### config.mk
export PLATFORM = sky130hd
export DESIGN_NAME = return_rotate_instr_exec
export DESIGN_NICKNAME = d
export VERILOG_FILES = /design/src/design/rrie_pkg.sv /design/src/design/rrie_rotator.sv /design/src/design/return_rotate_instr_exec.sv
export SDC_FILE = /design/constraint.sdc
export NUM_CORES = 1
export LEC_CHECK = 0
export ABC_AREA = 0
export BUFFER_PORTS_ARGS = -buffer_cell sky130_fd_sc_hd__buf_2
export CAP_MARGIN = 30
export CORE_MARGIN = 4
export CORE_UTILIZATION = 40
export DETAILED_ROUTE_END_ITERATION = 12
export GPL_TIMING_DRIVEN = 0
export PLACE_DENSITY_LB_ADDON = 0.3
export SYNTH_ARGS = -nofsm -noshare
export SYNTH_HDL_FRONTEND = slang
export SYNTH_HIERARCHICAL = 1
export SYNTH_SLANG_ARGS = --single-unit
### constraint.sdc
create_clock -name sys_clk -period 1.45 [get_ports sys_clk]
set_input_delay 0.29 -clock sys_clk [delete_from_list [all_inputs] [get_ports sys_clk]]
set_output_delay 0.29 -clock sys_clk [all_outputs]
set_load 0.005 [all_outputs]
### src/design/rrie_pkg.sv
// Function
// - Return-with-literal matches 11 01xx kkkk kkkk; low byte is literal
// - Return-with-literal loads accumulator with literal, flags untouched
// - Return-with-literal pops stack top into program counter, two cycles
// - Subroutine return matches exactly 00 0000 0000 1000, flags untouched
// - Subroutine return pops stack top into program counter, two cycles
// - Rotate right matches 00 1100 dfff ffff; bit 7 destination, low 7 address
// - Rotate right shifts through carry: carry into MSB, LSB into carry, one cycle
// - Destination 0 writes accumulator; destination 1 writes file register back
package rrie_pkg;
  // ----------------------------------------------------------------
  // Encodings
  // ----------------------------------------------------------------
  localparam int INSTR_W = 14;
  localparam int DATA_W = 8;
  localparam int FADDR_W = 7;
  localparam logic [3:0] RETLIT_TOP = 4'hd;
  localparam logic [13:0] RETURN_CODE = 14'h0008;
  localparam logic [5:0] ROTR_TOP = 6'h0c;
  localparam int DEST_BIT = 7;
  localparam int RET_CYCLES = 2;
  localparam int ROT_CYCLES = 1;
  localparam logic [7:0] ACC_RST = 8'h00;
  localparam logic CARRY_RST = 1'b0;

  typedef enum logic [1:0] {RRIE_OP_NONE, RRIE_OP_RETLIT, RRIE_OP_RETURN, RRIE_OP_ROTR} rrie_op_e;

  // Opcode classification, used by the decoder only; checks match raw patterns
  function automatic rrie_op_e rrie_classify(input logic [13:0] ins);
    if (ins[13:10] == RETLIT_TOP)
      return RRIE_OP_RETLIT;
    else if (ins == RETURN_CODE)
      return RRIE_OP_RETURN;
    else if (ins[13:8] == ROTR_TOP)
      return RRIE_OP_ROTR;
    else
      return RRIE_OP_NONE;
  endfunction
endpackage

### src/design/rrie_rotator.sv
// ------------------------------------------------------------------
// Rotate right through carry datapath
// ------------------------------------------------------------------
module rrie_rotator #(
  parameter int W = 8
) (
  input wire logic [W-1:0] srcVal,
  input wire logic carryIn,
  output logic [W-1:0] rotVal,
  output logic carryOut
);
  // Old carry enters MSB, old LSB leaves as carry
  assign rotVal = {carryIn, srcVal[W-1:1]};
  assign carryOut = srcVal[0];
endmodule // rrie_rotator

### src/design/return_rotate_instr_exec.sv
// ------------------------------------------------------------------
// Execute unit for return-with-literal, return and rotate right
// ------------------------------------------------------------------
module return_rotate_instr_exec #(
  parameter int PC_W = 13
) (
  input wire logic sys_clk,
  input wire logic rstn,
  input wire logic instrValid,
  input wire logic [rrie_pkg::INSTR_W-1:0] instrWord,
  input wire logic [PC_W-1:0] stackTopEntry,
  input wire logic [rrie_pkg::DATA_W-1:0] fileRdData,
  output logic [rrie_pkg::FADDR_W-1:0] fileAddr,
  output logic stackPop,
  output logic pcLoad,
  output logic [PC_W-1:0] pcLoadValue,
  output logic flushFetch,
  output logic busy,
  output logic fileWrEn,
  output logic [rrie_pkg::DATA_W-1:0] fileWrData,
  output logic [rrie_pkg::DATA_W-1:0] accValue,
  output logic carryFlag
);
  import rrie_pkg::*;

  typedef enum logic {RRIE_ST_EXEC, RRIE_ST_REFETCH} rrie_state_e;

  typedef struct packed {
    rrie_state_e st;
    logic [DATA_W-1:0] acc;
    logic carry;
    logic [PC_W-1:0] pcVal;
    logic pcLd;
    logic pop;
    logic fwEn;
    logic [DATA_W-1:0] fwData;
  } rrie_state_s;

  rrie_state_s state_r;
  rrie_state_s state_nxt;
  rrie_op_e op;
  logic [DATA_W-1:0] rotVal;
  logic rotCarry;

  // ----------------------------------------------------------------
  // Decode and rotate datapath
  // ----------------------------------------------------------------
  assign op = instrValid ? rrie_classify(instrWord) : RRIE_OP_NONE;
  assign fileAddr = instrWord[FADDR_W-1:0];

  rrie_rotator #(.W(DATA_W)) u_rot (
    .srcVal(fileRdData),
    .carryIn(state_r.carry),
    .rotVal(rotVal),
    .carryOut(rotCarry)
  );

  // Next state; a new word is ignored while refetching, it is stale
  always_comb
  begin
    state_nxt = state_r;
    state_nxt.pcLd = 1'b0;
    state_nxt.pop = 1'b0;
    state_nxt.fwEn = 1'b0;
    case (state_r.st)
      RRIE_ST_EXEC:
      begin
        case (op)
          RRIE_OP_RETLIT:
          begin
            state_nxt.acc = instrWord[DATA_W-1:0];
            state_nxt.pcVal = stackTopEntry;
            state_nxt.pcLd = 1'b1;
            state_nxt.pop = 1'b1;
            state_nxt.st = RRIE_ST_REFETCH;
          end
          RRIE_OP_RETURN:
          begin
            state_nxt.pcVal = stackTopEntry;
            state_nxt.pcLd = 1'b1;
            state_nxt.pop = 1'b1;
            state_nxt.st = RRIE_ST_REFETCH;
          end
          RRIE_OP_ROTR:
          begin
            state_nxt.carry = rotCarry;
            if (instrWord[DEST_BIT])
            begin
              state_nxt.fwEn = 1'b1;
              state_nxt.fwData = rotVal;
            end
            else
              state_nxt.acc = rotVal;
          end
          default: ;
        endcase
      end
      RRIE_ST_REFETCH:
        state_nxt.st = RRIE_ST_EXEC;
      default:
        state_nxt.st = RRIE_ST_EXEC;
    endcase
  end

  // State register
  always_ff @(posedge sys_clk or negedge rstn)
  begin
    if (!rstn)
    begin
      state_r <= '{st: RRIE_ST_EXEC, acc: ACC_RST, carry: CARRY_RST,
                   pcVal: '0, pcLd: 1'b0, pop: 1'b0, fwEn: 1'b0, fwData: '0};
    end
    else
      state_r <= state_nxt;
  end

  // ----------------------------------------------------------------
  // Outputs
  // ----------------------------------------------------------------
  assign stackPop = state_r.pop;
  assign pcLoad = state_r.pcLd;
  assign pcLoadValue = state_r.pcVal;
  assign flushFetch = (state_r.st == RRIE_ST_REFETCH);
  assign busy = (state_r.st == RRIE_ST_REFETCH);
  assign fileWrEn = state_r.fwEn;
  assign fileWrData = state_r.fwData;
  assign accValue = state_r.acc;
  assign carryFlag = state_r.carry;

  // ----------------------------------------------------------------
  // Checks: return instructions and unknown opcodes
  // ----------------------------------------------------------------
  // Literal lands in the accumulator, carry untouched; raw pattern, not op
  chk_retlit_acc_load: assert property (@(posedge sys_clk) disable iff (!rstn)
    (state_r.st == RRIE_ST_EXEC && instrValid && instrWord[13:10] == RETLIT_TOP)
      |=> accValue == $past(instrWord[DATA_W-1:0]) && carryFlag == $past(carryFlag))
    else $error("literal not loaded");
  // A literal return never touches the file
  chk_retlit_no_write: assert property (@(posedge sys_clk) disable iff (!rstn)
    (state_r.st == RRIE_ST_EXEC && instrValid && instrWord[13:10] == RETLIT_TOP)
      |=> !fileWrEn)
    else $error("literal return wrote file");
  // Don't-care bits 9:8 must not block the pop
  chk_retlit_pop_pc: assert property (@(posedge sys_clk) disable iff (!rstn)
    (state_r.st == RRIE_ST_EXEC && instrValid && instrWord[13:10] == RETLIT_TOP)
      |=> pcLoad && stackPop && pcLoadValue == $past(stackTopEntry))
    else $error("literal return did not pop");
  // Second cycle is the refetch, then free again
  chk_retlit_two_cyc: assert property (@(posedge sys_clk) disable iff (!rstn)
    (state_r.st == RRIE_ST_EXEC && instrValid && instrWord[13:10] == RETLIT_TOP)
      |=> flushFetch ##1 !flushFetch)
    else $error("literal return not two cycles");

  // Exact match only; flags and accumulator kept
  chk_return_match: assert property (@(posedge sys_clk) disable iff (!rstn)
    (state_r.st == RRIE_ST_EXEC && instrValid && instrWord == RETURN_CODE)
      |=> pcLoad && accValue == $past(accValue) && carryFlag == $past(carryFlag))
    else $error("return misdecoded");
  // Plain return also leaves the file alone
  chk_return_no_write: assert property (@(posedge sys_clk) disable iff (!rstn)
    (state_r.st == RRIE_ST_EXEC && instrValid && instrWord == RETURN_CODE)
      |=> !fileWrEn)
    else $error("return wrote file");
  // Popped entry is the one seen with the opcode
  chk_return_pop_pc: assert property (@(posedge sys_clk) disable iff (!rstn)
    (state_r.st == RRIE_ST_EXEC && instrValid && instrWord == RETURN_CODE)
      |=> stackPop && pcLoadValue == $past(stackTopEntry))
    else $error("return did not pop");
  // Two cycles: refetch follows, then the unit is free
  chk_return_two_cyc: assert property (@(posedge sys_clk) disable iff (!rstn)
    (state_r.st == RRIE_ST_EXEC && instrValid && instrWord == RETURN_CODE)
      |=> flushFetch ##1 !flushFetch)
    else $error("return not two cycles");
  // Anything else, near misses of the return code too, is inert
  chk_other_inert: assert property (@(posedge sys_clk) disable iff (!rstn)
    (state_r.st == RRIE_ST_EXEC && instrValid && instrWord[13:10] != RETLIT_TOP
     && instrWord != RETURN_CODE && instrWord[13:8] != ROTR_TOP)
      |=> !pcLoad && !fileWrEn && !flushFetch && accValue == $past(accValue)
          && carryFlag == $past(carryFlag))
    else $error("unknown opcode acted");

  // ----------------------------------------------------------------
  // Checks: rotate
  // ----------------------------------------------------------------
  // File address is the low seven bits
  chk_rotate_decode: assert property (@(posedge sys_clk) disable iff (!rstn)
    (instrValid && instrWord[13:8] == ROTR_TOP) |-> fileAddr == instrWord[FADDR_W-1:0])
    else $error("file address wrong");
  // Carry takes the old LSB
  chk_rotate_carry: assert property (@(posedge sys_clk) disable iff (!rstn)
    (state_r.st == RRIE_ST_EXEC && instrValid && instrWord[13:8] == ROTR_TOP)
      |=> carryFlag == $past(fileRdData[0]))
    else $error("rotate carry wrong");
  // Single cycle: no refetch and no pop behind a rotate
  chk_rotate_one_cyc: assert property (@(posedge sys_clk) disable iff (!rstn)
    (state_r.st == RRIE_ST_EXEC && instrValid && instrWord[13:8] == ROTR_TOP)
      |=> !flushFetch && !pcLoad && !stackPop)
    else $error("rotate not one cycle");
  // Return address is not disturbed by a rotate
  chk_rotate_keep_pc: assert property (@(posedge sys_clk) disable iff (!rstn)
    (state_r.st == RRIE_ST_EXEC && instrValid && instrWord[13:8] == ROTR_TOP)
      |=> pcLoadValue == $past(pcLoadValue))
    else $error("rotate moved return address");
  // Destination 0: accumulator, no write strobe
  chk_rotate_to_acc: assert property (@(posedge sys_clk) disable iff (!rstn)
    (state_r.st == RRIE_ST_EXEC && instrValid && instrWord[13:8] == ROTR_TOP
     && !instrWord[DEST_BIT])
      |=> !fileWrEn && accValue == {$past(carryFlag), $past(fileRdData[DATA_W-1:1])})
    else $error("rotate to accumulator wrong");
  // Destination 1: write back, accumulator kept
  chk_rotate_to_file: assert property (@(posedge sys_clk) disable iff (!rstn)
    (state_r.st == RRIE_ST_EXEC && instrValid && instrWord[13:8] == ROTR_TOP
     && instrWord[DEST_BIT])
      |=> fileWrEn && fileWrData == {$past(carryFlag), $past(fileRdData[DATA_W-1:1])}
          && accValue == $past(accValue))
    else $error("rotate to file wrong");

  // ----------------------------------------------------------------
  // Checks: refetch
  // ----------------------------------------------------------------
  // Stale word during refetch has no effect
  chk_refetch_ignores: assert property (@(posedge sys_clk) disable iff (!rstn)
    flushFetch |=> !pcLoad && !fileWrEn && accValue == $past(accValue))
    else $error("stale word executed");
  // Load, pop and flush travel together
  chk_flush_with_load: assert property (@(posedge sys_clk) disable iff (!rstn)
    pcLoad |-> flushFetch && stackPop)
    else $error("load without flush");
  // Flush is one cycle wide, never two in a row
  chk_flush_single: assert property (@(posedge sys_clk) disable iff (!rstn)
    flushFetch |=> !flushFetch)
    else $error("flush held too long");
endmodule // return_rotate_instr_exec

==> impl_metrics.tcl, run 1 <==
set metrics [dict create \
    cts_tree "built" \
    hold_viol 0 \
    die_height_um 70.1 \
    worst_pin_slew_ns 0.724 \
    ir_drop_uv 682 \
    crit_arrival_ns 2.15 \
    first_pass_iters 4 \
    p_leak_nw 1.14 \
    drc 0 \
    dp_cells 254 \
    hp-class "in -> async" \
    instances_no_fill 268 \
    clkTransAtPathRegs_ns 0.07 \
    power_density_mw_per_mm2 1050 \
    drtAntennaViolNets 0 \
    grt_pass1_vias 1323 \
    yosysSeqAreaShare 0.520 \
    hpwlAfterDp_mm 2.77 \
    period_needed_ns 1.99 \
    ys_types 23 \
    cts_buffers 5 \
    synth.cell_area_mm2 0.00154 \
    synth-seq-cells 32 \
    end_kind "flop" \
    root_buffer "clkbuf_8" \
    num-nets-final 260 \
    timing.hold.ws_ns 0.0617 \
    via_per_inst 4.85 \
    drive_above_1_share 0.609 \
    yosysWarnings 6 \
    relSlewSlack 0.517 \
    report.final.slew_viol_count 0 \
    clk_path_buf_depth 2 \
    via_count 1299 \
    violations "setup timing" \
    start_kind "input pin" \
    final-setup-viol-count 32 \
    fin_ws_ns -0.536 \
    crit_required_ns 1.61 \
    ioPinCount 80 \
    fin_crit_sh 1.37 \
    crit_type "in -> reg" \
    track_usage 0.156 \
    path_max_fanout 5 \
    grt_overflow_total 0 \
    place_ws_ns -1.01 \
    hold_buffers 0 \
    setup-tns-final_ns -13.40 \
    core_area_mm2 0.00369 \
    dr.first_iter.drc_count 93 \
    rows 22 \
    grt_max_degree 33 \
    cts_num_sinks 32 \
    diodes 0 \
    htreeDepth 2 \
    wl_per_cell_um 13.8 \
    synth_nets 175 \
    status "finished, violations left" \
    fill_cells 329 \
    synthToLayoutAreaGrowth_pct 43.8 \
    numPortBuffers 71 \
    fmaxAchievable_mhz 504 \
    fin_skew_ns 0.00744 \
    die_x_um 70.1 \
    place_congestion 0.737 \
    syn_area_per_cell_um2 11.4 \
    start_util 0.418 \
    clock_latency_ns 0.28 \
    cap_violations 0 \
    synthCells 135 \
    rsz0062_at_grt "yes" \
    die_area_mm2 0.00491 \
    grt_pass1_wl_mm 6.09 \
    grt_antenna_before_repair 0 \
    drt_wl_total_mm 3.71 \
]
==> layout by cell type, fill, tap and decap left out, types with 2 or more instances in the layout <==
| master | instances |
|---|---|
| buf_4 | 24 |
| nor3_1 | 2 |
| a31oi_1 | 7 |
| clkinv_2 | 2 |
| nand3_1 | 3 |
| mux2_2 | 11 |
| buf_6 | 6 |
| mux2_4 | 3 |
| a21oi_1 | 7 |
| buf_8 | 2 |
| nand2_1 | 24 |
| dfrtp_1 | 31 |
| mux2i_1 | 8 |
| buf_2 | 68 |
| clkbuf_8 | 5 |
| nor2b_4 | 2 |
| a21oi_2 | 3 |
==> layout make-up <==
cell class / instances / area (um^2) / share of cell area
Clock buffer: 6 / 72.6 / 0.0328
Buffer: 23 / 195 / 0.0881
Tap cell: 48 / 60.1 / 0.0271
Clock inverter: 1 / 5.00 / 0.00226
Inverter: 1 / 5.00 / 0.00226
Timing Repair Buffer: 79 / 468 / 0.211
Sequential cell: 32 / 802 / 0.362
Multi-Input combinational cell: 78 / 607 / 0.274
==> metal layers <==
| layer | global-route usage | part of all wire | vias to the layer above |
|---|---|---|---|
| met2 | 0.235 | 0.47 | 62 |
| met1 | 0.194 | 0.42 | 613 |
| met4 | 0.0574 | 0.0070 | 0 |
| met5 | 0 | 0 | - |
| li1 | - | - | 622 |
| met3 | 0.0748 | 0.11 | 2 |
==> kinds of logic after synthesis <==
family                   count (synthesis)  share of synthesized area
AND/OR/NAND/NOR                         35                      0.105
flip-flops                              32                      0.520
buffers and inverters                   25                      0.120
multiplexers                            22                      0.154
AO/OA/AOI/OAI                           19                     0.0845
adder cells (fa/ha/maj)                  2                     0.0162
==> critical path, stage by stage <==
cell and delay (ns):
buf_6 0.09, or4_4 0.55, o22ai_4 0.20, buf_8 0.14
ha_4 0.19, nor2b_4 0.12, buf_6 0.13, clkbuf_16 0.15
mux2_4 0.29
==> synthesized netlist by cell type <==
cell type	instances	area [um^2]
clkbuf_1	2	7.51
a21oi_1	9	45.0
o22ai_4	1	20.0
buf_4	19	143
buf_2	1	5.00
buf_8	1	15.0
ha_1	2	25.0
nand3b_1	1	7.51
a31oi_1	7	43.8
nand2_1	24	90.1
clkinv_1	1	3.75
or4_4	1	11.3
mux2i_1	8	80.1
nand2b_1	1	6.26
a31oi_2	1	12.5
a21oi_2	1	8.76
dfrtp_1	32	801
nor3_1	2	10.0
nand3_1	3	15.0
nor2b_1	2	12.5
mux2_2	14	158
buf_6	1	11.3
nor4b_1	1	8.76
==> power by group <==
group | switching [mW] | total (mW) | internal, mW
Combinational | 0.213 | 0.539 | 0.327
Sequential | 0.0868 | 1.15 | 1.06
Clock | 0.306 | 0.632 | 0.326
Total | 0.606 | 2.32 | 1.71
==> final timing paths <==
check / depth (start not counted) / slack (ns) / end / start
setup reg to reg: 4 / 0.14 / pcLoadValue[11]$_DFFE_PN0P_ / pcLoad$_DFF_PN0_
setup / recovery: 9 / -0.54 / pcLoadValue[5]$_DFFE_PN0P_ / instrWord[8]
hold / removal: 1 / 0.06 / accValue[3]$_DFFE_PN0P_ / rstn
max in group asynchronous: 1 / 0.87 / pcLoad$_DFF_PN0_ / rstn
hold reg to reg: 2 / 0.47 / fileWrData[7]$_DFFE_PN0P_ / fileWrData[7]$_DFFE_PN0P_
min in group sys_clk: 3 / 0.21 / fileWrData[5]$_DFFE_PN0P_ / fileRdData[6]
==> state kept, by name, summed over array words and instances (netlist names) <==
register,cells
carryFlag,1
fileWrEn,1
fileWrData,8
pcLoadValue,13
accValue,8
pcLoad,1
==> per-stage QoR <==
step	power (mW)	utilization	cell area (um^2)
2_1_floorplan	1.40	-	1580
5_1_grt	2.47	0.600	2210
6_report	2.32	0.600	2210
3_3_place_gp	1.67	0.540	1990
3_5_place_dp	1.69	0.540	1990
4_1_cts	2.34	0.581	2140
==> repair_timing <==
item                                    4_1_cts  5_1_grt
pin swaps                                     3        3
buffers inserted                              6        1
endpoints found under the setup margin       32       32
resized for setup                             7       11
gates cloned                                  0        1
hold endpoints to repair                      0        0
No activity file was read; power rests on OpenSTA's default activity.
==> inputs of run 2 (changes only) <==
- GPL_TIMING_DRIVEN: 0 -> not set
==> impl_metrics.tcl, run 2 (synthesis gave the netlist of run 1 again) <==
set metrics [dict create \
    htreeDepth 2 \
    via_count 1315 \
    dr.first_iter.drc_count 50 \
    place_ws_ns -0.725 \
    clkTransAtPathRegs_ns 0.07 \
    fin_ws_ns -0.349 \
    final-setup-viol-count 31 \
    worst_pin_slew_ns 0.690 \
    dp_cells 257 \
    clkPwrFrac 0.288 \
    ir_drop_uv 674 \
    largest_reg_flops 13 \
    worst_path_max_delay_cell "or4_4" \
    numPortBuffers 79 \
    swShare 0.261 \
    rows 22 \
    drive_above_1_share 0.601 \
    report.final.slew_viol_count 0 \
    clk_path_buf_depth 2 \
    cts_tree "built" \
    pwr-share-comb 0.233 \
    ioPinCount 80 \
    placed_area_mm2 0.00200 \
    grt_antenna_before_repair 0 \
    p_leak_nw 1.14 \
    relSlewSlack 0.540 \
    grt_pass1_wl_mm 6.18 \
    clock_latency_ns 0.28 \
    power_density_mw_per_mm2 1110 \
    hold_buffers 0 \
    num-nets-final 257 \
    hpwlAfterDp_mm 2.90 \
    fmaxAchievable_mhz 556 \
    first_pass_iters 4 \
    grt_max_degree 33 \
    drtAntennaViolNets 0 \
    synthToLayoutAreaGrowth_pct 41.0 \
    fin_skew_ns 0.00418 \
    status "finished, violations left" \
    crit_type "in -> reg" \
    end_kind "flop" \
    seq_power_share 0.479 \
    wl_per_cell_um 14.2 \
    instances_no_fill 266 \
    crit_buf_inv 2 \
    diodes 0 \
    path_delay_family "simple AND/OR/NAND/NOR gates" \
    grt_overflow_total 0 \
    die_area_mm2 0.00491 \
    cp_cell_sequence "buf_6 -> or4_4 -> o22ai_4 -> ha_4 -> nor2b_4 -> buf_8 -> mux2_4" \
    crit_required_ns 1.62 \
    hold_viol 0 \
    final_util 0.589 \
    path_max_fanout 7 \
    power_switching_mw 0.629 \
    start_util 0.418 \
    drt_wl_total_mm 3.78 \
    via_per_inst 4.94 \
    rsz0062_at_grt "yes" \
    final_cell_area_mm2 0.00217 \
    grt_pass1_vias 1327 \
    track_usage 0.159 \
    root_buffer "clkbuf_8" \
    final_cell_mix "buf_2 (77), dfrtp_1 (32), nand2_1 (24)" \
    fin_crit_sh 1.24 \
    drc 0 \
    place_congestion 0.884 \
    hp-class "in -> async" \
    final_common_cell "buf_2" \
    core_area_mm2 0.00369 \
    fill_cells 324 \
    cts_num_sinks 32 \
    intPower_mw 1.78 \
    period_needed_ns 1.80 \
    cpPeakStageDelay_ns 0.55 \
    violations "setup timing" \
    die_x_um 70.1 \
    cts_buffers 5 \
    die_height_um 70.1 \
    crit_arrival_ns 1.97 \
    cap_violations 0 \
    start_kind "input pin" \
]
## run 2: cell types whose count changed in the layout (fill, tap and decap cells not counted), sizes merged
cell	previous run	this run
clkbuf	7	6
buf	101	99
clkinv	2	3
## run 2: routing by layer
metal  global-route usage  vias up  part of all wire
met2                0.255       68              0.48
li1                     -      611                 -
met5                    0        -                 0
met4               0.0511        0             0.017
met3               0.0719        7              0.11
met1                0.189      629              0.39
## run 2: cell type report
| cell class | instances | area (um^2) | share of cell area |
|---|---|---|---|
| Clock inverter | 2 | 10.0 | 0.00461 |
| Multi-Input combinational cell | 78 | 619 | 0.285 |
| Inverter | 1 | 5.00 | 0.00230 |
| Clock buffer | 6 | 82.6 | 0.0380 |
| Tap cell | 48 | 60.1 | 0.0276 |
| Sequential cell | 32 | 801 | 0.369 |
| Timing Repair Buffer | 99 | 594 | 0.274 |
## run 2: power groups by stage
| stage | combinational (mW) | clock [mW] | sequential (mW) |
|---|---|---|---|
| final | 0.563 | 0.695 | 1.16 |
| after detailed placement | 0.531 | 0 | 1.16 |
| after CTS | 0.542 | 0.718 | 1.15 |
| after floorplan | 0.227 | 0 | 1.18 |
| after global routing | 0.621 | 0.756 | 1.18 |
| after global placement | 0.516 | 0 | 1.16 |
## run 2: timing repair
| action | CTS | global route |
|---|---|---|
| pin swaps | 0 | 3 |
| buffers inserted | 0 | 0 |
| resized for setup | 9 | 9 |
| gates cloned | 1 | 0 |
| setup endpoints to repair | 32 | 32 |
## run 2: worst paths after layout
check	slack (ns)	startpoint	endpoint	depth (start not counted)
worst max-delay path	-0.35	instrWord[12]	pcLoadValue[9]$_DFFE_PN0P_	7
worst min-delay path	0.05	rstn	accValue[3]$_DFFE_PN0P_	1
worst max register to register	0.20	pcLoad$_DFF_PN0_	pcLoadValue[12]$_DFFE_PN0P_	3
worst min register to register	0.47	fileWrData[6]$_DFFE_PN0P_	fileWrData[6]$_DFFE_PN0P_	2
max in group asynchronous	0.95	rstn	carryFlag$_DFFE_PN0P_	1
min in group sys_clk	0.23	fileRdData[3]	fileWrData[2]$_DFFE_PN0P_	3
## run 2: stage by stage
| step | hold slack (ns) | setup TNS [ns] | total power [mW] |
|---|---|---|---|
| 2_1_floorplan | -0.00559 | -20.45 | 1.40 |
| 3_3_place_gp | 0.366 | -17.99 | 1.68 |
| 3_5_place_dp | 0.376 | -19.61 | 1.69 |
| 4_1_cts | 0.0739 | -8.02 | 2.42 |
| 5_1_grt | 0.114 | -9.52 | 2.55 |
| 6_report | 0.0503 | -8.10 | 2.41 |
